<file path="config.mk">
export PLATFORM = sky130hd
export DESIGN_NAME = sbsr_top
export DESIGN_NICKNAME = d
export VERILOG_FILES = /design/src/hdl/sbsr_pkg.sv /design/src/hdl/sbsr_sum.sv /design/src/hdl/sbsr_top.sv
export VERILOG_INCLUDE_DIRS = /design/src /design/src/hdl
export SDC_FILE = /design/constraint.sdc
export NUM_CORES = 1
export LEC_CHECK = 0
export BUFFER_PORTS_ARGS = -buffer_cell sky130_fd_sc_hd__buf_2
export CELL_PAD_IN_SITES_DETAIL_PLACEMENT = 0
export CELL_PAD_IN_SITES_GLOBAL_PLACEMENT = 1
export CORE_MARGIN = 10
export CORE_UTILIZATION = 23
export DETAILED_ROUTE_END_ITERATION = 16
export HOLD_SLACK_MARGIN = 0.08
export PLACE_DENSITY_LB_ADDON = 0.15
export SYNTH_ARGS = -nofsm -noshare
export SYNTH_HDL_FRONTEND = slang
export SYNTH_SLANG_ARGS = --single-unit
</file>
<file path="constraint.sdc">
create_clock -name core_clk -period 1.1 [get_ports core_clk]
set_input_delay 0.22 -clock core_clk [delete_from_list [all_inputs] [get_ports core_clk]]
set_output_delay 0.22 -clock core_clk [all_outputs]
set_load 0.02 [all_outputs]
</file>
<file path="src/hdl/sbsr_params.svh">
`ifndef SBSR_PARAMS_SVH
`define SBSR_PARAMS_SVH
// ----------------------------------------------------------------------------
// Status byte layout and reset values
// ----------------------------------------------------------------------------
`define SBSR_BIT_ERRQ       2
`define SBSR_BIT_QUES       3
`define SBSR_BIT_MAV        4
`define SBSR_BIT_ESB        5
`define SBSR_BIT_MSS        6
`define SBSR_BIT_OPER       7
`define SBSR_SUMMARY_MASK   8'hBC
`define SBSR_MASK_RESET     8'h00
`define SBSR_STAT_RESET     8'h00
`define SBSR_QUES_WIDTH     16
`define SBSR_OPER_WIDTH     16
`define SBSR_ESR_WIDTH      8
`define SBSR_SRQ_HOLD_CYC   1
`endif

</file>
<file path="src/hdl/sbsr_pkg.sv">
package sbsr_pkg;
  // Status byte and enable mask are both one byte wide.
  typedef logic [7:0]  sbsr_byte_t;
  // Questionable and operation registers are sixteen bits wide; the event status register is eight.
  typedef logic [15:0] sbsr_word_t;
  // Command codes carried on the command port.
  typedef enum logic [2:0] {
    SBSR_CMD_NONE     = 3'b000,
    SBSR_CMD_STB_QRY  = 3'b001,
    SBSR_CMD_POLL     = 3'b010,
    SBSR_CMD_SRE_SET  = 3'b011,
    SBSR_CMD_SRE_QRY  = 3'b100
  } sbsr_cmd_t;
endpackage : sbsr_pkg

</file>
<file path="src/hdl/sbsr_sum.sv">
`timescale 1ns/1ps
`include "sbsr_params.svh"
// ----------------------------------------------------------------------------
// Registered sum bit of one lower register: OR of event AND enable.
// ----------------------------------------------------------------------------
module sbsr_sum #(
  parameter int W = 16
) (
  input  wire logic         core_clk,
  input  wire logic         nrst,
  input  wire logic         ce,
  input  wire logic [W-1:0] event_bits,
  input  wire logic [W-1:0] enable_bits,
  output logic              sum_bit
);
  logic next_sum;  // Combined sum before registering.

  // The sum is ANDed per bit, then ORed across the word.
  always_comb begin
    next_sum = |(event_bits & enable_bits);
  end

  // Register the sum so the status byte sees a clean level.
  always_ff @(posedge core_clk) begin
    if (!nrst) begin
      sum_bit <= 1'b0;
    end else if (ce) begin
      sum_bit <= next_sum;
    end
  end
endmodule : sbsr_sum

</file>
<file path="src/hdl/sbsr_top.sv">
`timescale 1ns/1ps
`include "sbsr_params.svh"
module sbsr_top
  import sbsr_pkg::*;
(
  input  wire logic                core_clk,
  input  wire logic                nrst,
  input  wire logic                ce,
  input  wire logic [15:0]         ques_event,
  input  wire logic [15:0]         ques_enable,
  input  wire logic [15:0]         oper_event,
  input  wire logic [15:0]         oper_enable,
  input  wire logic [7:0]          esr_event,
  input  wire logic [7:0]          esr_enable,
  input  wire logic                errq_not_empty,
  input  wire logic                errq_push,
  input  wire logic                out_msg_avail,
  input  wire sbsr_pkg::sbsr_cmd_t cmd,
  input  wire sbsr_pkg::sbsr_byte_t cmd_data,
  output sbsr_pkg::sbsr_byte_t     rsp_data,
  output logic                     rsp_valid,
  output logic                     srq_pulse,
  output logic                     service_req
);
  import sbsr_pkg::*;

  // --------------------------------------------------------------------------
  // Lower-level sum bits
  // --------------------------------------------------------------------------
  logic ques_sum;  // Questionable summary.
  logic oper_sum;  // Operation summary.
  logic esb_sum;   // Event status summary.

  sbsr_sum #(.W(`SBSR_QUES_WIDTH)) u_ques (
    .core_clk    (core_clk),
    .nrst        (nrst),
    .ce          (ce),
    .event_bits  (ques_event),
    .enable_bits (ques_enable),
    .sum_bit     (ques_sum)
  );
  sbsr_sum #(.W(`SBSR_OPER_WIDTH)) u_oper (
    .core_clk    (core_clk),
    .nrst        (nrst),
    .ce          (ce),
    .event_bits  (oper_event),
    .enable_bits (oper_enable),
    .sum_bit     (oper_sum)
  );
  sbsr_sum #(.W(`SBSR_ESR_WIDTH)) u_esr (
    .core_clk    (core_clk),
    .nrst        (nrst),
    .ce          (ce),
    .event_bits  (esr_event),
    .enable_bits (esr_enable),
    .sum_bit     (esb_sum)
  );

  // --------------------------------------------------------------------------
  // Status byte assembly and service request state
  // --------------------------------------------------------------------------
  sbsr_byte_t status_summary_byte;       // Condition byte, bit 6 is the summary.
  sbsr_byte_t service_request_mask;      // Software-written enable mask.
  sbsr_byte_t prev_cond;                 // Last cycle's condition bits.
  sbsr_byte_t next_status_summary_byte;
  sbsr_byte_t next_service_request_mask;
  sbsr_byte_t next_prev_cond;
  sbsr_byte_t cond;                      // Live condition bits without summary.
  sbsr_byte_t rise;                      // Enabled rising edges.
  logic       next_srq_pulse;
  logic       next_service_req;
  logic       mss;

  // Mask of bits that feed the summary; bits 0, 1 and 6 are out.
  function automatic sbsr_byte_t enabled_bits(input sbsr_byte_t c, input sbsr_byte_t m);
    enabled_bits = c & m & `SBSR_SUMMARY_MASK;
  endfunction : enabled_bits

  // Build the condition byte and decide on service requests.
  always_comb begin
    cond                     = `SBSR_STAT_RESET;
    cond[`SBSR_BIT_ERRQ]     = errq_not_empty | errq_push;
    cond[`SBSR_BIT_QUES]     = ques_sum;
    cond[`SBSR_BIT_MAV]      = out_msg_avail;
    cond[`SBSR_BIT_ESB]      = esb_sum;
    cond[`SBSR_BIT_OPER]     = oper_sum;
    mss                      = |enabled_bits(cond, service_request_mask);
    next_status_summary_byte = cond;
    next_status_summary_byte[`SBSR_BIT_MSS] = mss;
    // A rising edge is a request; a fresh error push counts as one even while
    // the queue already holds entries, so each entry is reported.
    rise = enabled_bits(cond & ~prev_cond, service_request_mask);
    next_srq_pulse = (|rise) |
                     (errq_push & service_request_mask[`SBSR_BIT_ERRQ]);
    next_prev_cond   = cond;
    next_service_req = mss;
    next_service_request_mask = service_request_mask;
    if (cmd == SBSR_CMD_SRE_SET) begin
      next_service_request_mask = cmd_data;
    end
  end

  // Register the status state.
  always_ff @(posedge core_clk) begin
    if (!nrst) begin
      status_summary_byte  <= `SBSR_STAT_RESET;
      service_request_mask <= `SBSR_MASK_RESET;
      prev_cond            <= `SBSR_STAT_RESET;
      srq_pulse            <= 1'b0;
      service_req          <= 1'b0;
    end else if (ce) begin
      status_summary_byte  <= next_status_summary_byte;
      service_request_mask <= next_service_request_mask;
      prev_cond            <= next_prev_cond;
      srq_pulse            <= next_srq_pulse;
      service_req          <= next_service_req;
    end
  end

  // --------------------------------------------------------------------------
  // Command answers
  // --------------------------------------------------------------------------
  sbsr_byte_t next_rsp_data;
  logic       next_rsp_valid;

  // Queries answer one cycle later from the registered byte, or from the mask for the mask query.
  always_comb begin
    next_rsp_data  = rsp_data;
    next_rsp_valid = 1'b0;
    unique case (cmd)
      SBSR_CMD_STB_QRY, SBSR_CMD_POLL: begin
        next_rsp_data  = status_summary_byte;
        next_rsp_valid = 1'b1;
      end
      SBSR_CMD_SRE_QRY: begin
        next_rsp_data  = service_request_mask;
        next_rsp_valid = 1'b1;
      end
      default: begin
        next_rsp_valid = 1'b0;
      end
    endcase
  end

  // Register the answer.
  always_ff @(posedge core_clk) begin
    if (!nrst) begin
      rsp_data  <= `SBSR_STAT_RESET;
      rsp_valid <= 1'b0;
    end else if (ce) begin
      rsp_data  <= next_rsp_data;
      rsp_valid <= next_rsp_valid;
    end
  end

  // --------------------------------------------------------------------------
  // Checks
  // --------------------------------------------------------------------------
  property p_low_zero;
    @(posedge core_clk) disable iff (!nrst) status_summary_byte[1:0] == 2'b00;
  endproperty
  a_low_zero: assert property (p_low_zero) else $error("low bits set");
  property p_mss;
    @(posedge core_clk) disable iff (!nrst)
      status_summary_byte[`SBSR_BIT_MSS] == service_req;
  endproperty
  a_mss: assert property (p_mss) else $error("summary and request differ");
  property p_mask_set;
    @(posedge core_clk) disable iff (!nrst)
      (ce && cmd == SBSR_CMD_SRE_SET) |=> service_request_mask == $past(cmd_data);
  endproperty
  a_mask_set: assert property (p_mask_set) else $error("mask not stored");
  property p_stb_qry;
    @(posedge core_clk) disable iff (!nrst)
      (ce && (cmd == SBSR_CMD_STB_QRY || cmd == SBSR_CMD_POLL))
        |=> rsp_valid && rsp_data == $past(status_summary_byte);
  endproperty
  a_stb_qry: assert property (p_stb_qry) else $error("status answer wrong");
  property p_errq;
    @(posedge core_clk) disable iff (!nrst)
      (ce && errq_push && service_request_mask[`SBSR_BIT_ERRQ]) |=> srq_pulse;
  endproperty
  a_errq: assert property (p_errq) else $error("error entry lost");
  property p_mav;
    @(posedge core_clk) disable iff (!nrst)
      (nrst && ce) |=> status_summary_byte[`SBSR_BIT_MAV] == $past(out_msg_avail);
  endproperty
  a_mav: assert property (p_mav) else $error("message bit wrong");
  property p_mask6;
    @(posedge core_clk) disable iff (!nrst)
      (ce && service_request_mask == 8'h40) |=> !service_req;
  endproperty
  a_mask6: assert property (p_mask6) else $error("bit six not ignored");
  property p_rise;
    @(posedge core_clk) disable iff (!nrst)
      (ce && out_msg_avail && !prev_cond[`SBSR_BIT_MAV]
       && service_request_mask[`SBSR_BIT_MAV]) |=> srq_pulse;
  endproperty
  a_rise: assert property (p_rise) else $error("rise missed");
endmodule : sbsr_top

</file>
* Word-level counts from Yosys, hierarchy flattened
Index checks and enable logic that the tools add are counted.
Word-level totals: register bits 33, input bits 97, output and inout port bits 11
Cells by class: equality and inequality tests 4, multiplexer cells 2, bitwise logic cells 10, reductions and logical operators 10
Operators with widths (number):
- 16-bit bitwise AND | 2
- 8-bit bitwise AND | 4
- 16-bit OR reduction | 2
- 8-bit one-hot mux with 2 select lines | 1
- 5-bit OR reduction | 2
- 8-bit NOT | 1
- 8-bit OR reduction | 1
- 3-bit by 2-bit equality test with 1-bit output (second input constant) | 2
- 2-bit AND reduction | 2
- 3-bit by 1-bit equality test with 1-bit output (second input constant) | 1
- 3-bit equality test (second input constant) | 1
- 3-bit OR reduction | 1
- 1-bit bitwise OR | 2
- 2-bit nonzero test | 1
- 2-bit OR reduction | 1
- 1-bit bitwise AND | 1
- 1-bit 2-to-1 mux | 1

* Depth between registers and ports, before layout
depth after elaboration 5, gate-level depth with buffers 4

* Modules after synthesis
A second synthesis with hierarchy kept.
Unflattened totals: cell total of the unflattened synthesis 141, area, all modules 1306.3 µm²
Modules (own cells, without submodules):
- sbsr_top | instances 1, cells each 106, area an instance 1024.7 µm²
- sbsr_sum at u_oper ... | instances 2, cells each 14, area an instance 105.1 µm²
- sbsr_sum at u_esr | instances 1, cells each 7, area an instance 71.3 µm²

* Worst setup path before layout
OpenSTA, ideal clock, no wires.
path kind in2reg, start point input cmd[1], end point register rsp_data[0], library setup time 117 ps, data arrival time 1080 ps, required time 983 ps, slack -97 ps, stages 3, buffers on the path 0, cells stage by stage nor3b_4 > o21ai_2 > a32o_1
On the way: longest elaborated chain between the ends 4
Ends and longest elaborated chain:
- start: declaration | line sbsr_top.sv:18 | input wire sbsr_pkg::sbsr_cmd_t cmd,
- 3-bit by 1-bit equality test with 1-bit output or 3-bit by 2-bit equality test with 1-bit output (tied branches) | line sbsr_top.sv:130 | unique case (cmd)
- 2-bit OR reduction | line sbsr_top.sv:130
- 2-bit nonzero test (no line)
- 2-bit AND reduction (no line)
- end signal: assignment | line sbsr_top.sv:148 | rsp_data <= `SBSR_STAT_RESET;
- end signal: assignment | line sbsr_top.sv:151 | rsp_data <= next_rsp_data;
- end: declaration | line sbsr_top.sv:20 | output sbsr_pkg::sbsr_byte_t rsp_data,
Parallel ways exist; a longest one is shown, timed or not. A chain may end at the register's enable or synchronous reset.

* Worst setup path after layout
start point input cmd[1], end point register rsp_data[3]
Same word-level chain as after synthesis.

==> results summary <==
The flow ran to the end, and the final reports show no timing, DRC or antenna violations. The endpoint identified for the worst register-to-register timing path is srq_pulse$_SDFFE_PN0P_. The required time reported for the critical path endpoint is 1.28 ns. The area growth from synthesis to layout is 58.0%. The depth of the worst hold-timing path came out at 3. After layout, the design draws a total of 2.05 mW.

The net total in the final layout came out at 366. After synthesis, the netlist uses 28 different library cells. The global-route track usage on met1 is 0.118. The number of design rule violations left after detail routing is 0.

108 I/O pins were placed. The highest clock frequency the design can meet is 955 MHz. The total routing usage reported by global routing came out at 0.108. The post-synthesis sequential area ratio came out at 0.400.

Once the clock tree was built, the setup fixing pass inserted 0 buffers. The average routed wire per standard cell came out at 15.1 um. The startpoint of the most critical setup path is cmd[1]. The worst-case register-to-register setup slack came out at 0.15 ns. In this run the mean area of a mapped cell was 8.88 um2. The number of max-slew violations in the final report is 0.

The number of instances resized during post-cts repair came out at 0. The cell sitting at the root of the clock tree is a clkbuf_8. In the final timing run, aggregate negative setup slack is 0 ns. The worst register-to-register path begins at u_ques.sum_bit$_SDFFE_PN0P_. The endpoint of the most critical setup path is rsp_data[3]$_SDFFE_PN0P_. The half-perimeter wire length after detailed placement came out at 4400 um.

The remaining max-slew budget at the tightest pin is 0.734. TritonCTS built the clock tree. The max-cap check violation count came out at 0. The wire length after detailed routing came out at 5150 um.

The final weighted congestion in routability-driven placement is 0.734. The number of nets in the synthesized netlist is 249. The number of iterations in the first detailed-routing pass came out at 4.

The worst path in the final design needs a cycle of 1.05 ns, including I/O delays and setup. The combined area of all synthesized cells is 0.00135 mm2. Setup repair after global routing left no endpoint under its margin.

Yosys mapped a number of flops with a built-in enable equal to 0. The Yosys step of the flow raised 0 warnings. Of all cell types, the one taking the most synthesized area is dfxtp_1. STA classifies the critical path startpoint as an input port. Setup violations remaining at the end of the flow were counted as 0. The first-pass GRT wire length is 8530 um. The areal power density over the cells came out at 960 mW/mm2. The leading cell type in the layout, fill and taps excluded is buf_2. The final global-route overflow total is 0. The final antenna-violating net count came out at 0.

For the worst setup path, the data arrival time is 1.22 ns. Among all flip-flop cells after synthesis, the most frequent one is dfxtp_1. The met3 global-route usage came out at 0.0632. The total number of vias came out at 1,583. The final hold slack came out at 0.185 ns. The violation count after the first detailed-routing iteration came out at 65. The area occupied by registers came out at 546 um2. The number of standard cells after synthesis is 152.

The number of levels in the clock H-tree came out at 1. The setup skew after layout came out at 0.00637 ns. VDD sags by at most 0.000440 V. The share of final-layout standard cells stronger than drive strength 1 is 0.500. After floorplanning, the core was sized to cover 0.00561 mm2. The most heavily used metal layer in global routing is met2.

The share of synthesized area in the top cell type comes to 0.400. The row count came out at 27. The routing usage on met2 is 0.168. The classification of the worst setup path is input port to register.

In this run, CTS created clock tree buffers numbering 3. The clock passes through at most 2 buffers. The number of synthesized register bits is 27. The leakage dissipation came out at 1.03 nW. The number of antenna violations at the first check in global routing is 0.

The area of the multi-input gates came out at 786 um2. The number of global-route vias before repair came out at 1,812. By area the synthesized netlist is led by dfxtp_1, nand2_1, a22oi_1. The clock sink count came out at 27. The vertical extent of the die is 96.6 um.

The starting density of the core came out at 0.241. The number of vias per cell came out at 4.66. The number of cells on the worst reg-to-reg path is 4. The top cell types in the final layout, fill and taps aside, are buf_2, nand2_1, dfxtp_1, a22oi_1, mux2i_1.

The category of the worst setup path capture point is a register. Entering global routing, the biggest net connects 25 pins. Of all nets on the critical path, the largest fanout is 9. The die is 96.6 um wide.

The worst hold-check path type is input port to register. The port buffer count came out at 107. The final instance area came out at 0.00213 mm2. The final standard cell utilization of the core is 0.380.

The post-placement cell area is 0.00208 mm2. The antenna diode count came out at 0. The number of failing hold endpoints at the final stage was 0. The worst-margin pin slew came out at 0.399 ns. The clock latency at the later pin of the worst-skew pair is 0.28 ns. The count of hold buffers inserted by post-cts repair came out at 0. The count of fill cells added during filler insertion came out at 608.

In the synthesized netlist the async set-or-reset flop fraction comes to 0. Of the available clock period, the critical path in the final layout requires 0.952. The clock transition at the register clock pins on the worst setup and hold paths after CTS came out at 0.09 ns. The total die area is 0.00933 mm2.
## how the worst min path moves through the flow
stage                     slack (ns)                     start                              endpoint
after detailed placement        0.45  rsp_data[6]$_SDFFE_PN0P_              rsp_data[6]$_SDFFE_PN0P_
final                           0.18               cmd_data[3]  service_request_mask[3]$_SDFFE_PN0P_
after global placement          0.45  rsp_data[4]$_SDFFE_PN0P_              rsp_data[4]$_SDFFE_PN0P_
after global routing            0.19               cmd_data[1]  service_request_mask[1]$_SDFFE_PN0P_
after CTS                       0.19               cmd_data[3]  service_request_mask[3]$_SDFFE_PN0P_
after floorplan                 0.36               cmd_data[0]  service_request_mask[0]$_SDFFE_PN0P_
## where the power goes
group | leakage, nW | total, mW | switching [mW] | internal, mW
clock network | 0.0228 | 0.570 | 0.311 | 0.260
registers | 0.222 | 1.04 | 0.0269 | 1.01
logic | 0.786 | 0.435 | 0.176 | 0.259
total | 1.03 | 2.05 | 0.514 | 1.53
## cells by family after synthesis
group                     after synthesis  share of synthesized area
buffers and inverters                   8                     0.0232
xor gates and xnor gates                1                    0.00649
muxes                                  16                      0.124
AOI/OAI and AO/OA                      45                      0.248
and+or+nand+nor                        55                      0.197
DFF                                    27                      0.400
## metal layers
metal,vias up,share of wire,wire length (um)
li1,800,-,-
met5,-,0,0
met1,685,0.41,2100
met4,0,0.016,80
met3,5,0.14,715
met2,93,0.44,2260
## Yosys cell counts (2+ instances only)
cell type and number:
mux2_2 6, a22oi_1 14, nor2_1 4, a222oi_1 4, nand3_1 2, a41oi_1 2
nor2b_1 5, nand2_1 34, a32o_1 2, o21ai_0 7, a31oi_1 4, mux2i_1 10
nand4_1 2, clkbuf_1 6, a21boi_0 9, dfxtp_1 27, and3_1 3
## registers in the layout, summed over array words and instances, names as in the netlist
register              count
rsp_data                  8
status_summary_byte       1
u_ques.sum_bit            1
u_oper.sum_bit            1
srq_pulse                 1
service_request_mask      8
prev_cond                 5
rsp_valid                 1
u_esr.sum_bit             1
## area by class of cell
cell class,count,area share
clock buffers,4,0.0211
inverters,1,0.00176
multi-input cells,117,0.368
flip-flops and latches,27,0.256
well taps,72,0.0422
repair buffers,119,0.311
## metrics by stage
stage | setup slack, ns | cells
2_1_floorplan | -0.0974 | 152
3_3_place_gp | -0.209 | 336
3_5_place_dp | -0.229 | 336
4_1_cts | 0.0334 | 340
5_1_grt | 0.00501 | 340
6_report | 0.0530 | 340
## critical path, stage by stage
cell	delay [ns]
buf_2	0.13
nor3b_4	0.24
buf_12	0.16
mux2_2	0.33
nand2_1	0.07
mux2i_1	0.06
No activity file was read; power rests on OpenSTA's default activity.
